===== src/inc/ccsu_defines.svh =====
/*
 * Register offsets, reset values and fixed values of the common command
 * and status unit. Assumes a 12-bit APB byte address.
 */
`ifndef CCSU_DEFINES_SVH
`define CCSU_DEFINES_SVH

`define CCSU_OFF_CMD      12'h000
`define CCSU_OFF_RESP     12'h004
`define CCSU_OFF_STATUS   12'h008
`define CCSU_OFF_SRE      12'h00C
`define CCSU_OFF_PCB      12'h010
`define CCSU_OFF_ID_CO    12'h014
`define CCSU_OFF_ID_MOD   12'h018
`define CCSU_OFF_SER0     12'h01C
`define CCSU_OFF_SER1     12'h020
`define CCSU_OFF_SER2     12'h024

`define CCSU_EN_RST       8'h00
`define CCSU_PCB_RST      5'h00
`define CCSU_ESE_MAX      16'sh00FF
`define CCSU_PCB_MAX      16'sh001E
`define CCSU_PSC_LOW      16'sh8000
`define CCSU_SRE_MASK     8'hBF
`define CCSU_PON_BIT      7

// Identity words: values are arbitrary
`define CCSU_ID_COMPANY   32'h4143_4D45
`define CCSU_ID_MODEL     32'h0000_0001
`define CCSU_SERIAL0      32'h3030_3030
`define CCSU_SERIAL1      32'h3030_3030
`define CCSU_SERIAL2      32'h0000_3030

`endif


===== src/inc/ccsu_pkg.sv =====
/*
 * Types of the common command and status unit.
 * Assumes the command word layout is shared by software and logic.
 */
package ccsu_pkg;
    typedef enum logic [3:0] {
        CMD_NONE  = 4'h0,
        CMD_CAL_Q = 4'h1,
        CMD_CLS   = 4'h2,
        CMD_ESE   = 4'h3,
        CMD_ESE_Q = 4'h4,
        CMD_ESR_Q = 4'h5,
        CMD_IDN_Q = 4'h6,
        CMD_OPC   = 4'h7,
        CMD_OPC_Q = 4'h8,
        CMD_PCB   = 4'h9,
        CMD_PSC   = 4'hA,
        CMD_PSC_Q = 4'hB,
        CMD_RST   = 4'hC
    } ccsu_cmd_t;

    typedef enum logic [1:0] {
        BND_NUM = 2'h0,
        BND_MIN = 2'h1,
        BND_MAX = 2'h2
    } ccsu_bound_t;

    typedef struct packed {
        logic [15:0] arg;
        logic [4:0]  sec;
        logic        sec_en;
        ccsu_bound_t bound;
        logic [3:0]  pad;
        ccsu_cmd_t   op;
    } ccsu_cmd_word_t;

    typedef struct packed {
        logic        valid;
        logic [10:0] pad;
        ccsu_cmd_t   kind;
        logic [15:0] value;
    } ccsu_resp_t;

    typedef enum logic {
        CAL_IDLE = 1'b0,
        CAL_RUN  = 1'b1
    } ccsu_cal_state_t;
endpackage : ccsu_pkg


===== src/rtl/ccsu_core.sv =====
/*
 * Common command and status unit: APB slave, command decode, standard
 * event and enable registers, status byte, service request and
 * nonvolatile settings. Assumes the nonvolatile store, the calibration
 * engine and the other status register sets run on clk_sys_i.
 */
// Local design decisions: the address map and register access over APB.
`timescale 1ns/1ps
`default_nettype none

`include "ccsu_defines.svh"

module ccsu_core (
    input  wire logic        clk_sys_i,
    input  wire logic        reset_i,
    input  wire logic        psel_i,
    input  wire logic        penable_i,
    input  wire logic        pwrite_i,
    input  wire logic [11:0] paddr_i,
    input  wire logic [31:0] pwdata_i,
    output logic      [31:0] prdata_o,
    output logic             pready_o,
    output logic             pslverr_o,
    input  wire logic [6:1]  ev_cond_i,
    input  wire logic [3:0]  sum_i,
    input  wire logic        op_start_i,
    input  wire logic        op_done_i,
    input  wire logic        preset_done_i,
    input  wire logic        dev_clear_i,
    input  wire logic        cal_done_i,
    input  wire logic        cal_fail_i,
    input  wire logic        ctrl_release_i,
    input  wire logic [7:0]  nv_ese_i,
    input  wire logic [7:0]  nv_sre_i,
    input  wire logic        nv_psc_i,
    input  wire logic [10:0] nv_pcb_i,
    output logic      [7:0]  stb_o,
    output logic             srq_o,
    output logic             clear_events_o,
    output logic             preset_o,
    output logic             cal_start_o,
    output logic             pass_back_o,
    output logic      [7:0]  ese_o,
    output logic      [7:0]  sre_o,
    output logic             psc_o,
    output logic      [4:0]  pcb_primary_o,
    output logic      [4:0]  pcb_secondary_o,
    output logic             pcb_sec_valid_o
);
    function automatic logic in_range(input logic signed [15:0] v,
                                      input logic signed [15:0] lo,
                                      input logic signed [15:0] hi);
        in_range = (v >= lo) && (v <= hi);
    endfunction : in_range

    ccsu_pkg::ccsu_resp_t      resp;
    ccsu_pkg::ccsu_resp_t      next_resp;
    ccsu_pkg::ccsu_cal_state_t cal_state;
    logic [7:0]                esr;
    logic [7:0]                svc_prev;
    logic [6:1]                ev_prev;
    logic [3:0]                err_cnt;
    logic                      pwr_load;
    logic                      opc_event;
    logic                      opc_resp;

    // Bus decode
    wire acc      = psel_i & penable_i & ~pready_o;
    wire wr       = acc & pwrite_i;
    wire rd       = acc & ~pwrite_i;
    wire hit_cmd  = (paddr_i == `CCSU_OFF_CMD);
    wire hit_resp = (paddr_i == `CCSU_OFF_RESP);
    wire hit_stat = (paddr_i == `CCSU_OFF_STATUS);
    wire hit_sre  = (paddr_i == `CCSU_OFF_SRE);
    wire hit_pcb  = (paddr_i == `CCSU_OFF_PCB);
    wire hit_co   = (paddr_i == `CCSU_OFF_ID_CO);
    wire hit_mod  = (paddr_i == `CCSU_OFF_ID_MOD);
    wire hit_s0   = (paddr_i == `CCSU_OFF_SER0);
    wire hit_s1   = (paddr_i == `CCSU_OFF_SER1);
    wire hit_s2   = (paddr_i == `CCSU_OFF_SER2);
    wire mapped   = hit_cmd | hit_resp | hit_stat | hit_sre | hit_pcb
                  | hit_co | hit_mod | hit_s0 | hit_s1 | hit_s2;

    // Command word fields
    ccsu_pkg::ccsu_cmd_word_t cw;
    assign cw = pwdata_i;
    wire                     cmd_go = wr & hit_cmd;
    wire signed [15:0]       arg    = cw.arg;
    wire                     b_num  = (cw.bound == ccsu_pkg::BND_NUM);
    wire                     b_min  = (cw.bound == ccsu_pkg::BND_MIN);
    wire                     b_max  = (cw.bound == ccsu_pkg::BND_MAX);

    wire is_cal   = cmd_go & (cw.op == ccsu_pkg::CMD_CAL_Q);
    wire is_cls   = cmd_go & (cw.op == ccsu_pkg::CMD_CLS);
    wire is_ese   = cmd_go & (cw.op == ccsu_pkg::CMD_ESE);
    wire is_eseq  = cmd_go & (cw.op == ccsu_pkg::CMD_ESE_Q);
    wire is_esrq  = cmd_go & (cw.op == ccsu_pkg::CMD_ESR_Q);
    wire is_idn   = cmd_go & (cw.op == ccsu_pkg::CMD_IDN_Q);
    wire is_opc   = cmd_go & (cw.op == ccsu_pkg::CMD_OPC);
    wire is_opcq  = cmd_go & (cw.op == ccsu_pkg::CMD_OPC_Q);
    wire is_pcb   = cmd_go & (cw.op == ccsu_pkg::CMD_PCB);
    wire is_psc   = cmd_go & (cw.op == ccsu_pkg::CMD_PSC);
    wire is_pscq  = cmd_go & (cw.op == ccsu_pkg::CMD_PSC_Q);
    wire is_rst   = cmd_go & (cw.op == ccsu_pkg::CMD_RST);
    wire is_bad   = cmd_go & (cw.op > ccsu_pkg::CMD_RST || cw.op == ccsu_pkg::CMD_NONE);

    wire [7:0] ese_val = b_max ? 8'(`CCSU_ESE_MAX) : (b_min ? 8'h00 : arg[7:0]);
    wire ese_ok  = b_min | b_max | (b_num & in_range(arg, 16'sh0000, `CCSU_ESE_MAX));
    wire [4:0] pcb_val = b_max ? 5'(`CCSU_PCB_MAX) : (b_min ? 5'h00 : arg[4:0]);
    wire pcb_ok  = (b_min | b_max | (b_num & in_range(arg, 16'sh0000, `CCSU_PCB_MAX)))
                 & (~cw.sec_en | (cw.sec <= `CCSU_PCB_MAX));
    wire psc_ok  = ~b_num | (arg != `CCSU_PSC_LOW);
    wire psc_val = ~b_num | (arg != 16'sh0000);
    wire err_ev  = is_bad | (is_ese & ~ese_ok) | (is_pcb & ~pcb_ok)
                 | (is_psc & ~psc_ok) | (cmd_go & ~b_num & ~b_min & ~b_max);

    wire cancel  = is_cls | is_rst | dev_clear_i;
    wire cal_end = (cal_state == ccsu_pkg::CAL_RUN) & cal_done_i;

    wire [7:0] ev_set = {pwr_load, ev_cond_i & ~ev_prev, opc_event};
    wire       esr_clr = is_cls | is_esrq;
    wire [7:0] next_esr = (esr_clr ? 8'h00 : esr) | ev_set;

    wire       message_available_bit = resp.valid;
    wire       esb = |(esr & ese_o);
    wire [7:0] stb_raw = {sum_i[3], 1'b0, esb, message_available_bit, sum_i[2], sum_i[1], 1'b0, sum_i[0]};
    wire       master_summary_bit = |(stb_raw & sre_o & `CCSU_SRE_MASK);
    wire [7:0] next_stb = stb_raw | {1'b0, master_summary_bit, 6'h00};
    wire [7:0] svc = stb_o & sre_o & `CCSU_SRE_MASK;

    function automatic ccsu_pkg::ccsu_resp_t mk(input ccsu_pkg::ccsu_cmd_t k,
                                                input logic [15:0] v);
        mk = '{valid: 1'b1, pad: 11'h000, kind: k, value: v};
    endfunction : mk

    // Queue a response; calibration and completion win over a new query
    always_comb begin
        next_resp = resp;
        if (rd & hit_resp) begin
            next_resp.valid = 1'b0;
        end
        if (cal_end) begin
            next_resp = mk(ccsu_pkg::CMD_CAL_Q, {15'h0000, cal_fail_i});
        end else if (opc_resp) begin
            next_resp = mk(ccsu_pkg::CMD_OPC_Q, 16'h0001);
        end else if (is_eseq) begin
            next_resp = mk(ccsu_pkg::CMD_ESE_Q, {8'h00, ese_o});
        end else if (is_esrq) begin
            next_resp = mk(ccsu_pkg::CMD_ESR_Q, {8'h00, esr});
        end else if (is_idn) begin
            next_resp = mk(ccsu_pkg::CMD_IDN_Q, 16'h0000);
        end else if (is_pscq) begin
            next_resp = mk(ccsu_pkg::CMD_PSC_Q, {15'h0000, psc_o});
        end
    end

    logic [31:0] rdata;
    assign rdata = hit_resp ? resp
                 : hit_stat ? {4'h0, err_cnt, esr, ese_o, stb_o}
                 : hit_sre  ? {24'h00_0000, sre_o}
                 : hit_pcb  ? {20'h0_0000, pcb_sec_valid_o, pcb_secondary_o, 1'b0, pcb_primary_o}
                 : hit_co   ? `CCSU_ID_COMPANY
                 : hit_mod  ? `CCSU_ID_MODEL
                 : hit_s0   ? `CCSU_SERIAL0
                 : hit_s1   ? `CCSU_SERIAL1
                 : hit_s2   ? `CCSU_SERIAL2
                 : 32'h0000_0000;

    // APB: one wait state, answer registered
    always_ff @(posedge clk_sys_i) begin
        if (reset_i) begin
            pready_o  <= 1'b0;
            pslverr_o <= 1'b0;
            prdata_o  <= 32'h0000_0000;
        end else begin
            pready_o  <= acc;
            pslverr_o <= acc & ~mapped;
            prdata_o  <= rd ? rdata : 32'h0000_0000;
        end
    end

    // Status and events
    always_ff @(posedge clk_sys_i) begin
        if (reset_i) begin
            esr            <= 8'h00;
            ev_prev        <= 6'h00;
            err_cnt        <= 4'h0;
            resp           <= '0;
            stb_o          <= 8'h00;
            svc_prev       <= 8'h00;
            srq_o          <= 1'b0;
            clear_events_o <= 1'b0;
        end else begin
            esr            <= next_esr;
            ev_prev        <= ev_cond_i;
            resp           <= next_resp;
            stb_o          <= next_stb;
            svc_prev       <= svc;
            srq_o          <= |(svc & ~svc_prev);
            clear_events_o <= is_cls;
            if (is_cls) begin
                err_cnt <= 4'h0;
            end else if (err_ev && err_cnt != 4'hF) begin
                err_cnt <= err_cnt + 4'h1;
            end
        end
    end

    // Nonvolatile settings; power-up load one cycle after reset release
    always_ff @(posedge clk_sys_i) begin
        if (reset_i) begin
            pwr_load        <= 1'b1;
            ese_o           <= `CCSU_EN_RST;
            sre_o           <= `CCSU_EN_RST;
            psc_o           <= 1'b0;
            pcb_primary_o   <= `CCSU_PCB_RST;
            pcb_secondary_o <= `CCSU_PCB_RST;
            pcb_sec_valid_o <= 1'b0;
        end else begin
            pwr_load <= 1'b0;
            if (pwr_load) begin
                ese_o           <= nv_psc_i ? `CCSU_EN_RST : nv_ese_i;
                sre_o           <= nv_psc_i ? `CCSU_EN_RST : (nv_sre_i & `CCSU_SRE_MASK);
                psc_o           <= nv_psc_i;
                {pcb_sec_valid_o, pcb_secondary_o, pcb_primary_o} <= nv_pcb_i;
            end else begin
                if (is_ese && ese_ok) begin
                    ese_o <= ese_val;
                end
                if (wr && hit_sre) begin
                    sre_o <= pwdata_i[7:0] & `CCSU_SRE_MASK;
                end
                if (is_psc && psc_ok) begin
                    psc_o <= psc_val;
                end
                if (is_pcb && pcb_ok) begin
                    pcb_primary_o   <= pcb_val;
                    pcb_secondary_o <= cw.sec_en ? cw.sec : 5'h00;
                    pcb_sec_valid_o <= cw.sec_en;
                end
            end
        end
    end

    // Calibration, preset and pass-back strobes
    always_ff @(posedge clk_sys_i) begin
        if (reset_i) begin
            cal_state   <= ccsu_pkg::CAL_IDLE;
            cal_start_o <= 1'b0;
            preset_o    <= 1'b0;
            pass_back_o <= 1'b0;
        end else begin
            cal_start_o <= is_cal & (cal_state == ccsu_pkg::CAL_IDLE);
            preset_o    <= is_rst;
            pass_back_o <= ctrl_release_i;
            unique case (cal_state)
                ccsu_pkg::CAL_IDLE: begin
                    if (is_cal) begin
                        cal_state <= ccsu_pkg::CAL_RUN;
                    end
                end
                ccsu_pkg::CAL_RUN: begin
                    if (cal_done_i) begin
                        cal_state <= ccsu_pkg::CAL_IDLE;
                    end
                end
            endcase
        end
    end

    ccsu_opc_tracker u_opc (
        .clk_sys_i   (clk_sys_i),
        .reset_i     (reset_i),
        .start_i     ({is_rst, op_start_i}),
        .done_i      ({preset_done_i, op_done_i}),
        .arm_cmd_i   (is_opc),
        .arm_query_i (is_opcq),
        .cancel_i    (cancel),
        .opc_event_o (opc_event),
        .opc_resp_o  (opc_resp)
    );

    chk_esb_summary: assert property (@(posedge clk_sys_i) disable iff (reset_i)
        stb_o[5] == |($past(esr) & $past(ese_o)))
        else $error("status bit 5 not the enabled event OR");
    chk_esr_latch: assert property (@(posedge clk_sys_i) disable iff (reset_i)
        !esr_clr |=> (esr & $past(esr)) == $past(esr))
        else $error("latched event bit dropped");
    chk_esr_read: assert property (@(posedge clk_sys_i) disable iff (reset_i)
        is_esrq |=> resp.valid && resp.value[7:0] == $past(esr) && esr == $past(ev_set))
        else $error("event query did not answer and clear");
    chk_cls_clear: assert property (@(posedge clk_sys_i) disable iff (reset_i)
        is_cls |=> clear_events_o && err_cnt == 4'h0 && esr == $past(ev_set))
        else $error("clear status incomplete");
    chk_cls_keep: assert property (@(posedge clk_sys_i) disable iff (reset_i)
        is_cls && !pwr_load |=> $stable(ese_o) && $stable(sre_o))
        else $error("clear status touched an enable");
    chk_ese_reject: assert property (@(posedge clk_sys_i) disable iff (reset_i)
        is_ese && !ese_ok && err_cnt != 4'hF |=> $stable(ese_o) && err_cnt == $past(err_cnt) + 4'h1)
        else $error("bad enable value not refused");
    chk_mav_level: assert property (@(posedge clk_sys_i) disable iff (reset_i)
        stb_o[4] == $past(resp.valid))
        else $error("message available bit wrong");
    chk_srq_edge: assert property (@(posedge clk_sys_i) disable iff (reset_i)
        srq_o |-> $past(svc) != 8'h00 && ($past(svc) & ~$past(svc_prev)) != 8'h00)
        else $error("service request without rising cause");
    chk_rst_keep: assert property (@(posedge clk_sys_i) disable iff (reset_i)
        is_rst && !pwr_load |=> $stable(pcb_primary_o) && $stable(psc_o) ##1 preset_o == 1'b0)
        else $error("reset command touched nonvolatile settings");
    chk_cal_answer: assert property (@(posedge clk_sys_i) disable iff (reset_i)
        cal_end |=> resp.valid && resp.kind == ccsu_pkg::CMD_CAL_Q && resp.value[0] == $past(cal_fail_i))
        else $error("calibration answer wrong");

    cov_opc_query: cover property (@(posedge clk_sys_i) disable iff (reset_i) is_opcq ##[1:50] opc_resp);
    cov_srq: cover property (@(posedge clk_sys_i) disable iff (reset_i) is_opc ##[1:50] srq_o);
    cov_esr_read: cover property (@(posedge clk_sys_i) disable iff (reset_i) is_esrq && esr != 8'h00);
endmodule : ccsu_core

`default_nettype wire


===== src/rtl/ccsu_opc_tracker.sv =====
/*
 * Pending overlapped operation counter and operation-complete arming.
 * Assumes start and done strobes come from logic on the same clock.
 */
`timescale 1ns/1ps
`default_nettype none

module ccsu_opc_tracker (
    input  wire logic       clk_sys_i,
    input  wire logic       reset_i,
    input  wire logic [1:0] start_i,
    input  wire logic [1:0] done_i,
    input  wire logic       arm_cmd_i,
    input  wire logic       arm_query_i,
    input  wire logic       cancel_i,
    output logic            opc_event_o,
    output logic            opc_resp_o
);
    logic [3:0] pending;
    logic       armed_cmd;
    logic       armed_qry;
    wire  [3:0] n_start = {3'h0, start_i[0]} + {3'h0, start_i[1]};
    wire  [3:0] n_done  = {3'h0, done_i[0]} + {3'h0, done_i[1]};
    wire  [3:0] up      = pending + n_start;
    wire  [3:0] next_pending = (up > n_done) ? up - n_done : 4'h0;
    wire        no_pending_operation_flag     = (pending == 4'h0);
    wire        fire_c  = armed_cmd & no_pending_operation_flag & ~cancel_i;
    wire        fire_q  = armed_qry & no_pending_operation_flag & ~cancel_i;

    always_ff @(posedge clk_sys_i) begin
        if (reset_i) begin
            pending     <= 4'h0;
            armed_cmd   <= 1'b0;
            armed_qry   <= 1'b0;
            opc_event_o <= 1'b0;
            opc_resp_o  <= 1'b0;
        end else begin
            pending     <= next_pending;
            armed_cmd   <= ~cancel_i & ~fire_c & (armed_cmd | arm_cmd_i);
            armed_qry   <= ~cancel_i & ~fire_q & (armed_qry | arm_query_i);
            opc_event_o <= fire_c;
            opc_resp_o  <= fire_q;
        end
    end

    chk_opc_fire: assert property (@(posedge clk_sys_i) disable iff (reset_i)
        armed_cmd && no_pending_operation_flag && !cancel_i |=> opc_event_o ##1 !opc_event_o)
        else $error("operation complete event missed");
    chk_opc_cancel: assert property (@(posedge clk_sys_i) disable iff (reset_i)
        cancel_i |=> !opc_event_o && !opc_resp_o)
        else $error("cancelled operation complete still fired");
    chk_npo_pend: assert property (@(posedge clk_sys_i) disable iff (reset_i)
        (start_i != 2'b00) && (done_i == 2'b00) && armed_qry |=> !opc_resp_o)
        else $error("response while operation pending");
endmodule : ccsu_opc_tracker

`default_nettype wire


===== config.mk =====
export PLATFORM = sky130hd
export DESIGN_NAME = ccsu_core
export DESIGN_NICKNAME = d
export VERILOG_FILES = /design/src/inc/ccsu_pkg.sv /design/src/rtl/ccsu_core.sv /design/src/rtl/ccsu_opc_tracker.sv
export VERILOG_INCLUDE_DIRS = /design/src /design/src/inc
export SDC_FILE = /design/constraint.sdc
export NUM_CORES = 1
export LEC_CHECK = 0
export BUFFER_PORTS_ARGS = -buffer_cell sky130_fd_sc_hd__buf_2
export CAP_MARGIN = 15
export CORE_UTILIZATION = 45
export CTS_CLUSTER_SIZE = 12
export DETAILED_ROUTE_END_ITERATION = 6
export PLACE_DENSITY = 0.83
export SLEW_MARGIN = 20
export SYNTH_ARGS = -nofsm -noshare
export SYNTH_HDL_FRONTEND = slang
export SYNTH_SLANG_ARGS = --single-unit

===== constraint.sdc =====
create_clock -name clk_sys_i -period 5 [get_ports clk_sys_i]
set_clock_uncertainty 0.2 [all_clocks]
set_input_delay 0.25 -clock clk_sys_i [delete_from_list [all_inputs] [get_ports clk_sys_i]]
set_output_delay 0.25 -clock clk_sys_i [all_outputs]
set_load 0.005 [all_outputs]

==> impl_metrics.py, run 1 <==
metrics = {
    "status": {
        "outcome": "finished, violations left",
        "failed_checks": "DRC",
    },
    "routing": {
        "vias": 5815,
        "drt.antenna.violating_nets": 0,
        "drt_pass1_iterations": 7,
        "drc": 11,
        "routed_wirelength_mm": 17.6,
        "avgRoutedWirePerCell_um": 18.1,
        "vias_per_cell": 6.01,
        "drt_iter0_drc": 720,
    },
    "final_layout": {
        "syn2layout_area_growth_pct": 33.3,
        "final-instance-count-excl-fill": 968,
        "finalInstanceArea_um2": 7280,
        "proportion_of_layout_cells_with_a_drive_suffix_above_1_pct": 26.9,
        "layout.nets": 917,
    },
    "place": {
        "postPlaceCellArea_um2": 6310,
        "io_buffer_count": 164,
        "place.detailed.instances": 899,
        "dp_hpwl_mm": 12.1,
        "place.gp.congestion": 0.908,
    },
    "logic_synthesis": {
        "synthesis.area_um2": 5470,
        "synthDistinctLibCells": 74,
        "synth.yosys.seq_area_share_pct": 43.6,
        "synth_cells": 624,
        "synth_top_area_share_pct": 43.6,
        "async_reset_ff_share_pct": 0,
        "cell_types_occupying_the_most_area_after_synthesis": "dfxtp_1 44%, nor2_1 5.4%, nand2_1 3.6%, a22oi_1 3.6%, a21oi_1 3.5%",
        "largest_family_of_logic_cells_by_synthesized_area": "simple AND/OR/NAND/NOR gates",
        "synth_seq_cells": 119,
        "synth-edff-count": 0,
        "synth_area_in_compound_gates_pct": 20.1,
        "synth_flop_cell": "dfxtp_1",
        "synth.avg_cell_area_um2": 8.76,
        "simple_gate_share_of_the_synthesized_area_pct": 24.3,
        "xor_xnor_share_of_the_synthesized_area_pct": 0.641,
        "synth.mux.area_fraction_pct": 3.39,
        "synth-adder-area-share_pct": 3.02,
        "synth.yosys.warnings": 0,
        "synth_largest_area_cell": "dfxtp_1",
    },
    "worst_setup_path": {
        "worstPathCellList": "nand4b_2, or2_1, or2_1, nor4_2, ha_1, ha_1, fa_1, fa_1, a21oi_1, a21o_1, nor2_1",
        "r2r_end": "u_opc.pending[2]$_SDFF_PP0_",
        "reg2reg_slack_ns": 1.20,
        "worst-endpoint-required_ns": 5.09,
        "cp_max_fo": 6,
        "worstSetupStartpointType": "register",
        "criticalPathCategory": "reg -> reg",
        "reg2reg_depth": 11,
        "critical-path-max-stage-delay_ns": 0.50,
        "regToRegStartpoint": "pready_o$_SDFF_PP0_",
        "arrival_ns": 3.90,
        "slowest_stage": "fa_1",
        "endpoint_kind": "register",
    },
    "cts": {
        "clk-insertion-delay-late_ns": 0.40,
        "cts.sinks": 119,
        "cts_resized": 0,
        "cts-htree-levels": 4,
        "cts.path.max_buffers": 2,
        "tritoncts": "yes",
        "clk_pin_slew_ns": 0.06,
        "cts.root.buffer_cell": "clkbuf_16",
        "cts_made_buffers": 17,
    },
    "min_path": {
        "hold_path.startpoint": "nv_ese_i[4]",
        "holdPathEnd": "ese_o[4]$_SDFFE_PP0P_",
        "hold-path-cell-count": 5,
        "holdCritPathClass": "in -> reg",
    },
    "pwr": {
        "power.switching_fraction_pct": 25.9,
        "power.clock.fraction_pct": 47.3,
        "p_leak_nw": 3.17,
        "power_per_cell_area_nw_per_um2": 358,
        "share_seq_of_total_power_pct": 40.0,
        "worst_ir_drop_on_vdd_v": 0.000239,
        "netSwitchingPower_w": 0.000675,
        "fraction_of_power_consumed_by_combinational_cells_pct": 12.8,
        "internal_power_w": 0.00193,
        "total_power_w": 0.00261,
    },
    "floorplanning": {
        "fp.dieH_um": 112,
        "initial_core_util_pct": 47.1,
        "rows": 39,
        "core-area_um2": 11600,
        "dieArea_um2": 12600,
        "die_width_um": 112,
        "design.portCount": 169,
    },
    "sta": {
        "hold_slack_final_ns": 0.0180,
        "fin_tns_setup_ns": 0,
        "drv_slew": 0,
        "setup_repair_after_global_routing_missed_its_margin": "no",
        "worstMarginPinSlew_ns": 1.23,
        "hold_viol_final": 0,
        "period_minus_slack_ns": 3.80,
        "timing.max_slew.rel_slack_pct": 18.0,
        "max_clock_freq_ghz": 0.263,
        "post-route-period-util_pct": 76.1,
        "final-setup-viol-count": 0,
    },
    "global_routing": {
        "grt_usage_pct": 28.0,
        "grt_start_max_net_pins": 59,
        "grt_pass1_vias": 5447,
        "globalRouteOverflowTotal": 0,
        "number_of_antenna_violations_at_the_first_check_in_global_routing": 1,
        "grt_pass1_wl_mm": 27.5,
    },
    "job": {
        "drv_cap": 0,
    },
}
==> critical path, delay by kind of cell (launching register included) <==
| family | cells | cell delay [ns] |
|---|---|---|
| adders and majority gates | 4 | 1.49 |
| AOI/OAI and AO/OA | 2 | 0.32 |
| DFF | 1 | 0.31 |
| and+or+nand+nor | 5 | 1.37 |
==> registers in the layout (all words and copies together) (netlist names), 4 cells and up <==
register         flops
prdata_o            31
resp                12
ese_o                8
esr                  8
sre_o                7
stb_o                7
ev_prev              6
svc_prev             6
pcb_primary_o        5
pcb_secondary_o      5
err_cnt              4
u_opc.pending        4
==> area by class of cell <==
class,count,area [um2]
fill,967,4330
multi-input combinational,447,2830
sequential,119,2380
timing repair buffer,202,1200
clock buffer,17,425
clock inverter,15,179
tap,143,179
inverter,24,90.1
antenna,1,2.50
==> layout by cell type, fill, tap and decap left out, types with 4 or more instances in the layout <==
| master | Yosys | layout |
|---|---|---|
| buf_2 | 4 | 164 |
| dfxtp_1 | 119 | 119 |
| nor2_1 | 79 | 79 |
| nand2_1 | 53 | 53 |
| a21oi_1 | 38 | 38 |
| dlygate4sd3_1 | 0 | 36 |
| a22oi_1 | 26 | 26 |
| inv_1 | 23 | 23 |
| nor2b_1 | 19 | 19 |
| o21ai_0 | 19 | 19 |
| clkbuf_16 | 0 | 17 |
| mux2i_1 | 14 | 14 |
| nand3_1 | 12 | 12 |
| nor3_1 | 12 | 12 |
| nand2b_1 | 11 | 11 |
| nor4_1 | 11 | 11 |
| a31oi_1 | 11 | 11 |
| ha_1 | 10 | 10 |
| a22o_1 | 9 | 9 |
| o21ai_1 | 7 | 7 |
| a21o_1 | 7 | 7 |
| a311oi_1 | 6 | 6 |
| and3_1 | 6 | 6 |
| and2_1 | 6 | 6 |
| clkinv_4 | 0 | 6 |
| a211oi_1 | 5 | 5 |
| or4_1 | 5 | 5 |
| mux2_2 | 4 | 4 |
| or3_1 | 4 | 4 |
| nand4_1 | 4 | 4 |
| o22ai_1 | 4 | 4 |
| clkinv_2 | 0 | 4 |
==> Yosys cell counts, types with 5 or more instances <==
| cell | instances |
|---|---|
| nand2_1 | 53 |
| a311oi_1 | 6 |
| nor4_1 | 11 |
| o21ai_1 | 7 |
| nand3_1 | 12 |
| a22o_1 | 9 |
| buf_1 | 8 |
| and3_1 | 6 |
| a21oi_1 | 38 |
| a31oi_1 | 11 |
| a21o_1 | 7 |
| dfxtp_1 | 119 |
| nor3_1 | 12 |
| a22oi_1 | 26 |
| clkbuf_1 | 17 |
| a211oi_1 | 5 |
| and2_1 | 6 |
| nand2b_1 | 11 |
| ha_1 | 10 |
| inv_1 | 23 |
| nor2b_1 | 19 |
| mux2i_1 | 14 |
| nor2_1 | 79 |
| o21ai_0 | 19 |
| or4_1 | 5 |
==> power by group through the flow <==
stage / combinational (W) / clock [W] / sequential [W]
finish: 0.000333 / 0.00123 / 0.00104
global route: 0.000366 / 0.00128 / 0.00105
CTS: 0.000325 / 0.00124 / 0.00104
detailed placement: 0.000302 / 0 / 0.00106
global placement: 0.000292 / 0 / 0.00106
floorplan: 0.000200 / 0 / 0.00104
==> metrics by stage <==
step | util [%] | setup WS (ns)
after floorplan | - | 1.51
after global placement | 54.3 | 1.04
after detailed placement | 54.3 | 0.993
after CTS | 62.6 | 1.20
after global routing | 62.7 | 1.02
final | 62.7 | 1.20
==> kinds of logic after synthesis <==
family / count (synthesis)
AND/OR/NAND/NOR: 250
AO/OA/AOI/OAI: 161
flip-flops: 119
buffers and inverters: 59
multiplexers: 18
adder cells (fa/ha/maj): 12
XOR/XNOR: 4
other: 1
==> timing repair <==
action / 4_1_cts / 5_1_grt
hold buffers: 36 / 0
setup buffers: 0 / 0
endpoints found under the hold margin: 34 / 0
setup endpoints to repair: 0 / 0
==> worst max-delay path by stage <==
| stage | start | endpoint | slack (ns) |
|---|---|---|---|
| 6_report | pready_o$_SDFF_PP0_ | u_opc.pending[2]$_SDFF_PP0_ | 1.20 |
| 5_1_grt | pready_o$_SDFF_PP0_ | u_opc.pending[3]$_SDFF_PP0_ | 1.02 |
| 4_1_cts | pready_o$_SDFF_PP0_ | u_opc.pending[2]$_SDFF_PP0_ | 1.20 |
| 3_5_place_dp | paddr_i[1] | u_opc.pending[3]$_SDFF_PP0_ | 0.99 |
| 3_3_place_gp | paddr_i[8] | u_opc.pending[2]$_SDFF_PP0_ | 1.04 |
| 2_1_floorplan | pready_o$_SDFF_PP0_ | u_opc.pending[2]$_SDFF_PP0_ | 1.51 |
==> per-layer routing <==
metal / share of wire (%) / global-route usage, %
met2: 48 / 48.5
met3: 8.6 / 5.67
met4: 4.7 / 13.6
met5: 0 / 0
met1: 38 / 33.2
(Power assumes the default switching activity.)
==> run 2, diff against run 1 <==
- clock period: 5 -> 3.5 ns (I/O delays scaled with it)
==> run 2 against run 1 <==
Compared with the run above: the flow still finishes with violations (DRC); power grew 41%; worst hold slack lost 0.014 ns; sequential power grew 43%; first-iteration DRC count grew 1.7%; cell count grew 3.6%; wire length grew 4.6%; sequential share of layout area shrank 1.3 points; clock power grew 32%; die area is the same; clock-buffer cell count grew 3; combinational power grew 65%; critical endpoint is now u_opc.pending[3]$_SDFF_PP0_; largest cell class unchanged; largest power group unchanged; highest routed layer is now met5.
==> impl_metrics.py, run 2 (synthesis results as in run 1) <==
metrics = {
    "pwr": {
        "netSwitchingPower_w": 0.000988,
        "fraction_of_power_consumed_by_combinational_cells_pct": 15.0,
        "internal_power_w": 0.00267,
        "power.switching_fraction_pct": 27.0,
        "worst_ir_drop_on_vdd_v": 0.000306,
        "total_power_w": 0.00366,
        "p_leak_nw": 3.29,
        "power_per_cell_area_nw_per_um2": 482,
        "power.clock.fraction_pct": 44.3,
        "share_seq_of_total_power_pct": 40.7,
    },
    "place": {
        "dp_hpwl_mm": 12.2,
        "place.gp.congestion": 0.896,
        "io_buffer_count": 164,
        "pre_cts_ws_ns": 0.0317,
    },
    "floorplanning": {
        "fp.dieH_um": 112,
        "initial_core_util_pct": 47.1,
        "rows": 39,
        "dieArea_um2": 12600,
        "design.portCount": 169,
        "core-area_um2": 11600,
        "die_width_um": 112,
    },
    "routing": {
        "vias_per_cell": 5.88,
        "drc": 11,
        "vias": 5900,
        "drt.antenna.violating_nets": 0,
        "drt_iter0_drc": 732,
        "drt_pass1_iterations": 7,
        "avgRoutedWirePerCell_um": 18.3,
        "routed_wirelength_mm": 18.4,
    },
    "global_routing": {
        "grt_pass1_vias": 5687,
        "number_of_antenna_violations_at_the_first_check_in_global_routing": 1,
        "globalRouteOverflowTotal": 0,
        "grt_start_max_net_pins": 64,
        "grt_pass1_wl_mm": 28.6,
        "grt_usage_pct": 29.4,
    },
    "final_layout": {
        "proportion_of_layout_cells_with_a_drive_suffix_above_1_pct": 28.1,
        "num_antenna_cells": 0,
        "largest_registers": "prdata_o: 31 flops, resp: 12 flops",
        "final_cell_mix": "163 x buf_2, 119 x dfxtp_1, 79 x nor2_1",
        "layout.nets": 953,
        "largest_register_ff_count": 31,
        "largest_register": "prdata_o",
        "mostFrequentLayoutCell": "buf_2",
        "syn2layout_area_growth_pct": 38.9,
    },
    "sta": {
        "hold_viol_final": 0,
        "max_clock_freq_ghz": 0.292,
        "hold_slack_final_ns": 0.00420,
        "worstMarginPinSlew_ns": 0.949,
        "post-route-period-util_pct": 98.0,
        "period_minus_slack_ns": 3.43,
        "final_critical_path_setup_slack_ns": 0.0700,
        "drv_slew": 0,
        "timing.max_slew.rel_slack_pct": 36.2,
        "final-setup-viol-count": 0,
    },
    "status": {
        "failed_checks": "DRC",
        "outcome": "finished, violations left",
    },
    "cts": {
        "cts.root.buffer_cell": "clkbuf_16",
        "tritoncts": "yes",
        "cts.path.max_buffers": 2,
        "clk_pin_slew_ns": 0.05,
        "cts-htree-levels": 4,
        "cts.sinks": 119,
        "clk-insertion-delay-late_ns": 0.42,
        "cts_made_buffers": 17,
    },
    "worst_setup_path": {
        "worst-endpoint-required_ns": 3.61,
        "criticalPathCategory": "in -> reg",
        "worstSetupStartpointType": "input port",
        "cp_max_fo": 3,
        "endpoint_kind": "register",
        "arrival_ns": 3.54,
    },
    "job": {
        "drv_cap": 0,
    },
    "min_path": {
        "holdCritPathClass": "in -> reg",
    },
}
run 2: critical path, stage by stage:
cell and delay (ns):
dlygate4sd3_1 0.56, buf_6 0.11, nand4b_4 0.13, or2_4 0.27, or2_4 0.28, nor4_4 0.26
ha_1 0.28, ha_2 0.20, fa_2 0.60, ha_4 0.22, a211oi_2 0.23, xor2_1 0.17
nor2_1 0.05
run 2: cell type report:
| class | count | area (um2) |
|---|---|---|
| Sequential cell | 119 | 2380 |
| Clock buffer | 20 | 447 |
| Inverter | 24 | 90.1 |
| Tap cell | 143 | 179 |
| Clock inverter | 12 | 104 |
| Fill cell | 897 | 4020 |
| Timing Repair Buffer | 238 | 1520 |
| Multi-Input combinational cell | 447 | 2870 |
run 2: path summary, 6_finish.rpt:
kind	from	to	slack [ns]	depth (start not counted)
worst max register to register	pready_o$_SDFF_PP0_	u_opc.pending[3]$_SDFF_PP0_	0.11	11
worst max-delay path	penable_i	u_opc.pending[3]$_SDFF_PP0_	0.07	13
worst min-delay path	op_done_i	u_opc.pending[0]$_SDFF_PP0_	0.004	4
worst min register to register	u_opc.opc_event_o$_SDFF_PP0_	esr[0]$_SDFF_PP0_	0.25	2
run 2: power groups by stage:
stage               Sequential (W)  Clock (W)  Combinational [W]
finish                     0.00149    0.00162           0.000549
floorplan                  0.00149          0           0.000286
global placement           0.00151          0           0.000432
detailed placement         0.00151          0           0.000442
CTS                        0.00148    0.00162           0.000497
global route               0.00150    0.00169           0.000607
run 2: what timing repair did:
action / 4_1_cts / 5_1_grt
hold buffers: 56 / 0
gates resized for setup: 0 / 10
endpoints found under the setup margin: 0 / 4
endpoints found under the hold margin: 57 / 0
buffers inserted: 0 / 0
run 2: per-stage QoR:
step | TNS [ns] | utilization, % | std cells | area (um2)
floorplan | 0 | - | 625 | 5470
global placement | 0 | 55.4 | 915 | 6430
detailed placement | 0 | 55.4 | 915 | 6430
CTS | 0 | 64.9 | 1003 | 7540
global route | -0.0322 | 65.4 | 1003 | 7590
finish | 0 | 65.4 | 1003 | 7590
run 2: layer usage:
| metal | vias to the layer above | share of wire, % | track usage (%) |
|---|---|---|---|
| li1 | 2709 | - | - |
| met1 | 2738 | 39 | 34.0 |
| met2 | 367 | 48 | 49.8 |
| met3 | 84 | 8.2 | 7.56 |
| met4 | 2 | 4.8 | 16.2 |
| met5 | - | 0.087 | 0 |
